==> src/adc_seq_cfg.svh <==
// Purpose: constants for the converter sequencing control block
// Assumes: AXI4-Lite register access, 32-bit data, one word per register
// Notes:   offsets are byte addresses of aligned words
`ifndef ADC_SEQ_CFG_SVH
`define ADC_SEQ_CFG_SVH

// ------------------------------------------------------------
// register map
// ------------------------------------------------------------
`define OFS_RESULT        4'h0
`define OFS_CTRL          4'h4
`define OFS_IRQ_STATUS    4'h8
`define OFS_IRQ_MASK      4'hc

// ------------------------------------------------------------
// control/status fields and reset values
// ------------------------------------------------------------
`define BIT_DONE          7
`define BIT_ON            5
`define CTRL_RESET        8'h00
`define RESULT_RESET      8'h00
`define CTRL_WR_MASK      8'h2f

// ------------------------------------------------------------
// timing, in converter clock periods; halt settle count in aclk cycles
// ------------------------------------------------------------
`define CONV_PERIODS      4'hc
`define SAMPLE_PERIODS    4'h4
`define SAR_STEPS         4'h8
`define HALT_SETTLE_CYC   8'h40

`endif

==> src/adc_seq_pkg.sv <==
// Purpose: types for the converter sequencing control block
// Assumes: constants live in adc_seq_cfg.svh
// Notes:   one-hot sequencer states
package adc_seq_pkg;
    typedef enum logic [3:0] {
        ST_OFF    = 4'b0001,
        ST_SETTLE = 4'b0010,
        ST_SAMPLE = 4'b0100,
        ST_CONV   = 4'b1000
    } seq_state_e;
endpackage
==> src/adc_seq_ctrl.sv <==
// Purpose: sequencing control of an 8-bit successive-approximation ADC
// Assumes: comparator answer is synchronous to aclk
// Notes:   converter clock is aclk divided by two
//
// Notes on behaviour
// - a conversion takes 12 converter clock periods, each two aclk
// - sampling phase then 8 approximation steps with input cut off
// - while on, sampling and conversion repeat back to back
// - setting the on bit powers up and starts converting the channel
// - at end of conversion set done flag, load result, no interrupt; code sets irq_status_r bit 0, irq if enabled in irq_mask_r
// - control write with on bit set aborts, clears flag, restarts
// - done flag bit 7 set by hardware, cleared by result read or write
// - clearing on bit 5 powers down and stops conversions
// - channel field bits 3:0 selects analog input 0 to 15
// - full-scale input gives ff, input at low reference gives 00
// - result is 8 bits, read only, resets to 00
// - wait mode has no effect; halt disables, settle after wakeup
// - control/status resets to 00: off, flag clear, input 0
`timescale 1ns/1ps
`include "adc_seq_cfg.svh"

module adc_seq_ctrl
    import adc_seq_pkg::*;
(
    // clock and reset
    input  wire logic        aclk,
    input  wire logic        aresetn,
    // axi4-lite write address
    input  wire logic [3:0]  s_axi_awaddr,
    input  wire logic        s_axi_awvalid,
    output logic             s_axi_awready,
    // axi4-lite write data
    input  wire logic [31:0] s_axi_wdata,
    input  wire logic [3:0]  s_axi_wstrb,
    input  wire logic        s_axi_wvalid,
    output logic             s_axi_wready,
    // axi4-lite write response
    output logic [1:0]       s_axi_bresp,
    output logic             s_axi_bvalid,
    input  wire logic        s_axi_bready,
    // axi4-lite read address
    input  wire logic [3:0]  s_axi_araddr,
    input  wire logic        s_axi_arvalid,
    output logic             s_axi_arready,
    // axi4-lite read data
    output logic [31:0]      s_axi_rdata,
    output logic [1:0]       s_axi_rresp,
    output logic             s_axi_rvalid,
    input  wire logic        s_axi_rready,
    // analog front end
    output logic [3:0]       channel_select,
    output logic             converter_power,
    output logic             sample_connect,
    output logic [7:0]       dac_trial,
    input  wire logic        comparator_above,
    // low power modes
    input  wire logic        halt_mode,
    // interrupt
    output logic             irq
);

    // ------------------------------------------------------------
    // state
    // ------------------------------------------------------------
    seq_state_e  state_r;
    logic        div_r;
    logic [3:0]  period_r;
    logic [7:0]  settle_r;
    logic [7:0]  sar_r;
    logic [7:0]  result_r;
    logic        on_r;
    logic        done_r;
    logic [3:0]  chan_r;
    logic [1:0]  irq_status_r;
    logic [1:0]  irq_mask_r;

    // bus holding registers
    logic        aw_held_r;
    logic        w_held_r;
    logic [3:0]  awaddr_r;
    logic [31:0] wdata_r;
    logic [3:0]  wstrb_r;
    logic        bvalid_r;
    logic        rvalid_r;
    logic [31:0] rdata_r;
    logic [1:0]  rresp_r;
    logic [1:0]  bresp_r;

    logic        wr_fire;
    logic        rd_fire;
    logic        ctrl_wr;
    logic        result_rd;
    logic        tick;
    logic        conv_end;
    logic        ctrl_wr_on;
    logic [7:0]  trial_bit;
    logic [7:0]  ctrl_view;

    // ------------------------------------------------------------
    // axi4-lite slave
    // ------------------------------------------------------------
    // address and data are taken independently, in either order
    assign s_axi_awready = !aw_held_r && !bvalid_r;
    assign s_axi_wready  = !w_held_r && !bvalid_r;
    assign s_axi_arready = !rvalid_r;
    assign wr_fire = aw_held_r && w_held_r && !bvalid_r;
    assign rd_fire = s_axi_arvalid && !rvalid_r;
    assign ctrl_wr = wr_fire && (awaddr_r == `OFS_CTRL) && wstrb_r[0];
    assign result_rd = rd_fire && (s_axi_araddr == `OFS_RESULT);
    assign s_axi_bvalid = bvalid_r;
    assign s_axi_bresp  = bresp_r;
    assign s_axi_rvalid = rvalid_r;
    assign s_axi_rdata  = rdata_r;
    assign s_axi_rresp  = rresp_r;

    // capture write address and data
    always_ff @(posedge aclk) begin
        if (!aresetn) begin
            aw_held_r <= 1'b0;
            w_held_r  <= 1'b0;
            awaddr_r  <= 4'h0;
            wdata_r   <= 32'h0000_0000;
            wstrb_r   <= 4'h0;
        end else begin
            if (s_axi_awvalid && s_axi_awready) begin
                aw_held_r <= 1'b1;
                awaddr_r  <= s_axi_awaddr;
            end else if (wr_fire) begin
                aw_held_r <= 1'b0;
            end
            if (s_axi_wvalid && s_axi_wready) begin
                w_held_r <= 1'b1;
                wdata_r  <= s_axi_wdata;
                wstrb_r  <= s_axi_wstrb;
            end else if (wr_fire) begin
                w_held_r <= 1'b0;
            end
        end
    end

    // write response; unmapped addresses answer slverr
    always_ff @(posedge aclk) begin
        if (!aresetn) begin
            bvalid_r <= 1'b0;
            bresp_r  <= 2'b00;
        end else if (wr_fire) begin
            bvalid_r <= 1'b1;
            bresp_r  <= (awaddr_r == `OFS_RESULT || awaddr_r == `OFS_CTRL ||
                         awaddr_r == `OFS_IRQ_STATUS ||
                         awaddr_r == `OFS_IRQ_MASK) ? 2'b00 : 2'b10;
        end else if (s_axi_bready) begin
            bvalid_r <= 1'b0;
        end
    end

    // control/status as software sees it, reserved bits read zero
    assign ctrl_view = {done_r, 1'b0, on_r, 1'b0, chan_r};

    // read data path
    always_ff @(posedge aclk) begin
        if (!aresetn) begin
            rvalid_r <= 1'b0;
            rdata_r  <= 32'h0000_0000;
            rresp_r  <= 2'b00;
        end else if (rd_fire) begin
            rvalid_r <= 1'b1;
            rresp_r  <= 2'b00;
            unique case (s_axi_araddr)
                `OFS_RESULT:     rdata_r <= {24'h000000, result_r};
                `OFS_CTRL:       rdata_r <= {24'h000000, ctrl_view};
                `OFS_IRQ_STATUS: rdata_r <= {30'h0, irq_status_r};
                `OFS_IRQ_MASK:   rdata_r <= {30'h0, irq_mask_r};
                default: begin
                    rdata_r <= 32'h0000_0000;
                    rresp_r <= 2'b10;
                end
            endcase
        end else if (s_axi_rready) begin
            rvalid_r <= 1'b0;
        end
    end

    // ------------------------------------------------------------
    // control/status register
    // ------------------------------------------------------------
    // reserved bits are masked off, so a stray one cannot stick
    always_ff @(posedge aclk) begin
        if (!aresetn) begin
            on_r   <= 1'(`CTRL_RESET >> `BIT_ON);
            chan_r <= 4'(`CTRL_RESET);
        end else if (ctrl_wr) begin
            on_r   <= wdata_r[`BIT_ON];
            chan_r <= 4'(wdata_r[3:0] & `CTRL_WR_MASK);
        end
    end

    // done flag: completion beats a result-read clear in the same cycle; a control write wins
    always_ff @(posedge aclk) begin
        if (!aresetn) begin
            done_r <= 1'b0;
        end else if (conv_end) begin
            done_r <= 1'b1;
        end else if (ctrl_wr || result_rd) begin
            done_r <= 1'b0;
        end
    end

    // ------------------------------------------------------------
    // converter sequencer
    // ------------------------------------------------------------
    // converter clock enable at half the aclk rate; phase cleared while
    // settling and on restart, else the first period could be one aclk
    always_ff @(posedge aclk) begin
        if (!aresetn || state_r == ST_OFF || state_r == ST_SETTLE ||
            ctrl_wr_on) begin
            div_r <= 1'b0;
        end else begin
            div_r <= !div_r;
        end
    end

    assign tick = div_r;
    assign ctrl_wr_on = ctrl_wr && wdata_r[`BIT_ON];
    assign conv_end = tick && state_r == ST_CONV &&
                      period_r == `CONV_PERIODS - 4'h1 && !ctrl_wr;
    assign trial_bit = 8'h80 >> (period_r - `SAMPLE_PERIODS);

    // state, period count and approximation register
    always_ff @(posedge aclk) begin
        if (!aresetn) begin
            state_r  <= ST_OFF;
            period_r <= 4'h0;
            settle_r <= 8'h00;
            sar_r    <= 8'h00;
        end else if (halt_mode || (ctrl_wr && !wdata_r[`BIT_ON])) begin
            state_r  <= ST_OFF;
            period_r <= 4'h0;
        end else if (ctrl_wr_on) begin
            // abort, and restart from sampling, or from settling if off
            state_r  <= (state_r == ST_OFF) ? ST_SETTLE : ST_SAMPLE;
            period_r <= 4'h0;
            settle_r <= `HALT_SETTLE_CYC;
            sar_r    <= 8'h00;
        end else begin
            unique case (state_r)
                ST_OFF: begin
                    // resume after halt if still switched on
                    if (on_r) begin
                        state_r  <= ST_SETTLE;
                        settle_r <= `HALT_SETTLE_CYC;
                    end
                end
                ST_SETTLE: begin
                    if (settle_r == 8'h00) begin
                        state_r  <= ST_SAMPLE;
                        period_r <= 4'h0;
                    end else begin
                        settle_r <= settle_r - 8'h01;
                    end
                end
                ST_SAMPLE: begin
                    if (tick) begin
                        period_r <= period_r + 4'h1;
                        if (period_r == `SAMPLE_PERIODS - 4'h1) begin
                            state_r <= ST_CONV;
                            sar_r   <= 8'h00;
                        end
                    end
                end
                ST_CONV: begin
                    if (tick) begin
                        // keep trial bit if input is above the trial
                        if (comparator_above) begin
                            sar_r <= sar_r | trial_bit;
                        end
                        if (period_r == `CONV_PERIODS - 4'h1) begin
                            state_r  <= ST_SAMPLE;
                            period_r <= 4'h0;
                        end else begin
                            period_r <= period_r + 4'h1;
                        end
                    end
                end
            endcase
        end
    end

    // result register, held until next conversion ends
    always_ff @(posedge aclk) begin
        if (!aresetn) begin
            result_r <= `RESULT_RESET;
        end else if (conv_end) begin
            result_r <= comparator_above ? (sar_r | trial_bit) : sar_r;
        end
    end

    // analog front end drive
    assign channel_select  = chan_r;
    assign converter_power = state_r != ST_OFF;
    assign sample_connect  = state_r == ST_SAMPLE;
    assign dac_trial = (state_r == ST_CONV) ? (sar_r | trial_bit) : 8'h00;

    // ------------------------------------------------------------
    // interrupt: bit 0 conversion done, bit 1 halt shutdown
    // ------------------------------------------------------------
    // the converter itself raises no interrupt; this is a wrapper event
    always_ff @(posedge aclk) begin
        if (!aresetn) begin
            irq_status_r <= 2'b00;
            irq_mask_r   <= 2'b00;
        end else begin
            irq_status_r <= irq_status_r
                & ~((wr_fire && awaddr_r == `OFS_IRQ_STATUS && wstrb_r[0])
                    ? wdata_r[1:0] : 2'b00)
                | {halt_mode && state_r != ST_OFF, conv_end};
            if (wr_fire && awaddr_r == `OFS_IRQ_MASK && wstrb_r[0]) begin
                irq_mask_r <= wdata_r[1:0];
            end
        end
    end

    assign irq = |(irq_status_r & irq_mask_r);

endmodule // adc_seq_ctrl

==> config.mk <==
export PLATFORM = sky130hd
export DESIGN_NAME = adc_seq_ctrl
export DESIGN_NICKNAME = d
export VERILOG_FILES = /design/src/adc_seq_pkg.sv /design/src/adc_seq_ctrl.sv
export VERILOG_INCLUDE_DIRS = /design/src
export SDC_FILE = /design/constraint.sdc
export NUM_CORES = 1
export LEC_CHECK = 0
export BUFFER_PORTS_ARGS = -buffer_cell sky130_fd_sc_hd__buf_4
export CAP_MARGIN = 20
export CORE_MARGIN = 1
export CORE_UTILIZATION = 52
export DETAILED_ROUTE_END_ITERATION = 7
export PLACE_DENSITY = 0.91
export SYNTH_ARGS = -nofsm -noshare
export SYNTH_HDL_FRONTEND = slang
export SYNTH_SLANG_ARGS = --single-unit
==> constraint.sdc <==
create_clock -name aclk -period 2.2 [get_ports aclk]
set_clock_uncertainty 0.05 [all_clocks]
set_input_delay 0.11 -clock aclk [delete_from_list [all_inputs] [get_ports aclk]]
set_output_delay 0.11 -clock aclk [all_outputs]
set_load 0.01 [all_outputs]
== After elaboration in Yosys (flattened, before gate mapping) ==
Index checks and enable logic that the tools add are counted.

* Bits in registers: 94
* Output and inout port bits: 56
* Input bits: 53
* Word-level logic and storage cells: 148

* Reductions and logical operators: 55
* Shift operators: 1
* Eq/ne operators: 23
* Add/subtract/negate cells: 3
* Mux-type cells: 38
* Bitwise logic cells: 7

{| class="wikitable"
|+ Operators with widths
! operator !! number
|-
| 8-bit 2-to-1 mux || 9
|-
| 4-bit 2-to-1 mux || 11
|-
| 8-bit case mux with 2 select lines || 2
|-
| 8-bit case mux with 4 select lines || 1
|-
| 4-bit == test (second input constant) || 6
|-
| 1-bit logical AND || 20
|-
| 4-bit case mux with 4 select lines || 1
|-
| 4-bit by 3-bit == test with 1-bit output (second input constant) || 3
|-
| 3-bit != test (second input constant) || 4
|-
| 4-bit case mux with 3 select lines || 1
|-
| 2-bit nonzero test || 5
|-
| 1-bit 2-to-1 mux || 9
|-
| 3-bit nonzero test || 3
|-
| 4-bit by 2-bit == test with 1-bit output (second input constant) || 2
|-
| 1-bit logical NOT || 8
|-
| 4-bit logical NOT || 2
|-
| 8-bit logical NOT || 1
|-
| 1-bit logical OR || 8
|-
| 8-bit bitwise OR || 1
|-
| 4-bit AND reduction || 2
|-
| 8-bit by 4-bit right shift with 8-bit output (first input constant) || 1
|-
| 8-bit by 1-bit subtractor with 8-bit output (second input constant) || 1
|-
| 2-bit 2-to-1 mux || 3
|-
| 3-bit by 1-bit != test with 1-bit output (second input constant) || 2
|-
| other kinds (17) || 21
|}

== Longest topological paths before layout ==
* Depth after elaboration: 8
* Depth in mapped cells: 9
* Depth with buffers taken out: 7

== Least setup slack after synthesis ==
OpenSTA, ideal clock, no wires.

* Path kind: register to register
* Start: register period_r[2]
* End: register result_r[1]
* Clock period less this slack: 1,949 ps
* Path buffers: 2
* Cell stages (with the launch flop): 10
* Data arrival time: 1,840 ps
* Setup time: 59 ps
* Data required time: 2,091 ps
* Path slack: 251 ps
* Cells stage by stage: dfxtp_1 > inv_1 > ha_1 > clkbuf_1 > nor2b_1 > and2_1 > clkbuf_1 > a21oi_1 > nand2_1 > o211a_1

* Cells in the longest elaborated chain, start to end: 4
* Elaborated cells on any way between the ends: 7
* Classes of those cells: add/sub (1); eq/ne (1); shift (1); mux (1); bitwise (1); reduce/logical (2)

{| class="wikitable"
|+ RTL lines
! element !! line !! source
|-
| start: declaration || adc_seq_ctrl.sv:67 || <nowiki>logic [3:0] period_r;</nowiki>
|-
| start signal: assignment || adc_seq_ctrl.sv:263 || <nowiki>period_r <= period_r + 4'h1;</nowiki>
|-
| start signal: assignment || adc_seq_ctrl.sv:280 || <nowiki>period_r <= period_r + 4'h1;</nowiki>
|-
| 4-bit by 3-bit subtractor with 4-bit output (no source line) || -- ||
|-
| 8-bit by 4-bit right shift with 8-bit output || adc_seq_ctrl.sv:226 || <nowiki>assign trial_bit = 8'h80 >> (period_r - `SAMPLE_PERIODS);</nowiki>
|-
| 8-bit bitwise OR || adc_seq_ctrl.sv:293 || <nowiki>result_r <= comparator_above ? (sar_r | trial_bit) : sar_r;</nowiki>
|-
| 8-bit 2-to-1 mux || -- ||
|-
| end signal: assignment || adc_seq_ctrl.sv:291 || <nowiki>result_r <= `RESULT_RESET;</nowiki>
|-
| end signal: assignment || adc_seq_ctrl.sv:293 ||
|-
| end: declaration || adc_seq_ctrl.sv:70 || <nowiki>logic [7:0] result_r;</nowiki>
|}

Parallel ways exist; a longest one is shown, timed or not.
A chain may end at the register's enable or synchronous reset.

== Worst setup path in the final report ==
* Start: register settle_r[0]
* End: register state_r[1]

* Cells in the longest elaborated chain, start to end: 3

{| class="wikitable"
|+ RTL lines
! element !! line !! source
|-
| start: declaration || adc_seq_ctrl.sv:68 || <nowiki>logic [7:0] settle_r;</nowiki>
|-
| start signal: assignment || adc_seq_ctrl.sv:242 || <nowiki>settle_r <= `HALT_SETTLE_CYC;</nowiki>
|-
| start signal: assignment || adc_seq_ctrl.sv:250 || <nowiki>settle_r <= `HALT_SETTLE_CYC;</nowiki>
|-
| start signal: assignment || adc_seq_ctrl.sv:258 || <nowiki>settle_r <= settle_r - 8'h01;</nowiki>
|-
| 8-bit logical NOT || adc_seq_ctrl.sv:254 || <nowiki>if (settle_r == 8'h00) begin</nowiki>
|-
| 3-bit by 2-bit != test with 1-bit output (no source line) || -- ||
|-
| 6-bit AND reduction (no source line) || -- ||
|-
| end signal: assignment || adc_seq_ctrl.sv:240 || <nowiki>state_r <= (state_r == ST_OFF) ? ST_SETTLE : ST_SAMPLE;</nowiki>
|-
| end: declaration || adc_seq_ctrl.sv:65 || <nowiki>seq_state_e state_r;</nowiki>
|}

Every way passes these cells.

==> results.md <==
- CTS Buf Count: 9
- Initial antenna violation count: 0
- Synth Flop Type: dfxtp_1
- Async set-reset flop share out of synthesis: 0%
- Buf/Inv on CP: 1
- Worst hold path class: input pin to flip-flop
- Leakage: 1.87 nW
- CTS tree: built
- CTS Buffer Depth: 2
- Remaining DRCs: 0
- Antenna Cells: 0
- Final WS setup: 0.0744 ns
- Worst-margin pin slew: 0.784 ns
- Critical-path maximum fanout: 6
- Min-Delay Path Depth: 3
- Final design utilization: 65.2%
- Site row count: 30
- R2R setup slack: 0.07 ns
- ANT nets after route: 0
- Pre-CTS setup slack: 0.151 ns
- Final Hold Viols: 0
- Max-Cap Viols: 0
- Family with the most delay on the worst path: simple AND/OR/NAND/NOR gates
- Vias per cell: 5.59
- Area after DPL: 0.00408 mm2
- Crit Path Class: flip-flop to flip-flop
- Critical path's slowest cell: a2111oi_2
- Area of the mapped netlist: 0.00365 mm2
- Number of flops mapped to enable cells by yosys: 0
- CP endpoint kind: flip-flop
- Reg2reg path depth: 7
- Pre-antenna DRT Iters: 5
- Hold slack: 0.0245 ns
- CP required: 2.42 ns
- Register area share after synthesis: 36.8%
- Die height: 85.8 um
- CP peak stage delay: 0.47 ns
- PortBufs: 52
- Ordered cell list for the critical path: inv_1 > ha_1 > nor3b_1 > nand2_1 > a2111oi_2 > mux2_1 > nor3_2
- Synthesis-stage register bit count: 67
- Starting Density: 53.7%
- Hold endpoint: s_axi_bvalid$_SDFFE_PN0P_
- # clock sinks: 67
- # setup viols final: 0
- Fin. max-slew vios: 0
- Max Freq: 470 MHz
- Gr ovfl total: 0
- Multi-input gate area: 0.00205 mm2
- R2r startpoint: settle_r[0]$_SDFFE_PN0P_
- All-Layer GR Usage: 24.9%
- Tmin final: 2.13 ns
- Die Wd: 85.8 um
- Synthesis-to-layout area growth: 21.4%
- FILL cells: 475
- R2r endpoint: state_r[1]$_SDFFE_PP0P_
- Wire length after detailed routing: 8930 um
- Commonest non-fill, non-tap cell in the layout: buf_4
- Power per cell area: 619 mW/mm2
- Vias in the first global route: 3092
- Hold path startpoint: s_axi_bready
- VDD IR max: 0.501 mV
- Worst-Skew Late Latency: 0.34 ns
- Share of cells above drive strength 1: 21.6%
- CTS Hold Bufs: 11
- Full die area: 0.00736 mm2
- Yosys cell types: 59
- Sum Neg Setup Slack: 0 ns
- Post-CTS Setup Inserts: 0
- Avg Synthesized Cell Area: 8.79 um2
- First-pass GRT wire length: 14400 um
- Largest net degree at the start of global routing: 35
- Initial DRC count: 211
- Area of the core: 0.00679 mm2
- Yosys warning count: 0
- DP HPWL: 6080 um
- Most frequent cells in the layout: buf_4, dfxtp_1, nor2_1, nor2b_1, nand2_1
- Clk slew on worst S/H paths: 0.07 ns
- CTS-repair resized insts: 0
- CTS H-tree depth: 3
- Status: complete, no violations
- Layout Cells excl Fill: 583
- Placer congestion estimate: 0.916
- Slew HR: 46.9%
- WL/cell: 15.3 um
- Fin nets: 546
- Routed vias: 3261
- Register area: 0.00134 mm2
- Finished Cell Area: 0.00443 mm2
- Crit path DAT: 2.35 ns
- Unrepaired setup endpoints after global routing: false
- CP Launch Type: flip-flop
- Final period utilization: 96.6%
- Number of I/O pins: 109
- Cell count after synthesis: 415
- Post-route total power: 2.74 mW
- Inst Count DP: 557
- CTS Root Cell: clkbuf_8
[layer usage]
| metal | GRT usage [%] | up-vias | part of all wire (%) |
|---|---|---|---|
| met5 | 0 | - | 0 |
| met1 | 28.8 | 1550 | 42 |
| met3 | 5.77 | 18 | 5.4 |
| met2 | 45.3 | 153 | 51 |
| li1 | - | 1540 | - |
| met4 | 7.73 | 0 | 1.4 |
[power breakdown]
group / total (mW) / switching [mW] / leakage (nW) / internal, mW
Combinational: 0.238 / 0.126 / 1.21 / 0.113
Clock: 1.24 / 0.492 / 0.115 / 0.750
Sequential: 1.26 / 0.0261 / 0.542 / 1.24
[worst register-to-register path, stage by stage (launching register included)]
cell,delay (ns)
dfxtp_1,0.36
inv_1,0.10
ha_1,0.15
nor3b_1,0.26
nand2_1,0.17
a2111oi_2,0.47
mux2_1,0.38
nor3_2,0.10
[layout make-up]
| class | instances | area share, % |
|---|---|---|
| Clock buffer | 9 | 2.80 |
| Clock inverter | 6 | 2.60 |
| Inverter | 11 | 0.932 |
| Multi-Input combinational cell | 314 | 46.2 |
| Sequential cell | 67 | 30.3 |
| Tap cell | 96 | 2.71 |
| Timing Repair Buffer | 80 | 14.5 |
[registers in the layout, indices dropped and copies added (netlist names), 2 cells and up]
name            flops
irq_status_r        2
channel_select      4
result_r            8
settle_r            8
wdata_r             5
s_axi_rdata         8
state_r             4
irq_mask_r          2
sar_r               8
period_r            4
awaddr_r            4
[cells in the mapped netlist, types with 2 or more instances]
| library cell | n | area share, % |
|---|---|---|
| o211a_1 | 8 | 2.2 |
| a31o_2 | 3 | 0.72 |
| mux2i_1 | 21 | 5.8 |
| buf_2 | 4 | 0.55 |
| a21boi_0 | 7 | 1.4 |
| nor2_1 | 39 | 4.0 |
| nand2b_1 | 2 | 0.34 |
| a21oi_1 | 29 | 4.0 |
| and3_1 | 5 | 0.86 |
| mux4_2 | 2 | 1.2 |
| nand2_1 | 32 | 3.3 |
| and4bb_2 | 2 | 0.69 |
| a211oi_1 | 2 | 0.41 |
| nand4_1 | 4 | 0.69 |
| a22oi_1 | 4 | 0.82 |
| buf_6 | 4 | 1.2 |
| o21a_1 | 4 | 0.82 |
| xor2_1 | 2 | 0.48 |
| dfxtp_1 | 67 | 37 |
| inv_1 | 11 | 1.1 |
| xnor2_1 | 2 | 0.48 |
| nand3_1 | 9 | 1.2 |
| and2_1 | 4 | 0.69 |
| buf_4 | 26 | 5.3 |
| or2_2 | 2 | 0.34 |
| o31ai_1 | 4 | 0.82 |
| ha_1 | 10 | 3.4 |
| a41oi_1 | 2 | 0.48 |
| nor2b_1 | 32 | 5.5 |
| clkbuf_1 | 13 | 1.3 |
| nor3b_1 | 4 | 0.82 |
| nor3_1 | 9 | 1.2 |
| nand4bb_1 | 2 | 0.62 |
| a31oi_1 | 10 | 1.7 |
| o21ai_0 | 10 | 1.4 |
[cells by family after synthesis]
group                    share of synthesized area (%)
multiplexers                                      7.30
AND/OR/NAND/NOR                                   23.9
XOR/XNOR                                         0.960
adder cells (fa/ha/maj)                           3.43
flip-flops                                        36.8
buffers and inverters                             9.71
AO/OA/AOI/OAI                                     17.9
other                                            0.103
[worst max path at each step]
stage / from / to / slack [ns] / depth (start not counted)
6_report: settle_r[0]$_SDFFE_PN0P_ / state_r[1]$_SDFFE_PP0P_ / 0.07 / 7
3_5_place_dp: settle_r[0]$_SDFFE_PN0P_ / state_r[1]$_SDFFE_PP0P_ / 0.15 / 7
5_1_grt: settle_r[0]$_SDFFE_PN0P_ / state_r[1]$_SDFFE_PP0P_ / 0.005 / 7
4_1_cts: settle_r[0]$_SDFFE_PN0P_ / state_r[1]$_SDFFE_PP0P_ / 0.10 / 7
2_1_floorplan: period_r[2]$_SDFFE_PP0P_ / result_r[1]$_SDFFE_PN0P_ / 0.25 / 9
3_3_place_gp: settle_r[0]$_SDFFE_PN0P_ / state_r[1]$_SDFFE_PP0P_ / 0.21 / 7
(Power assumes the default switching activity.)
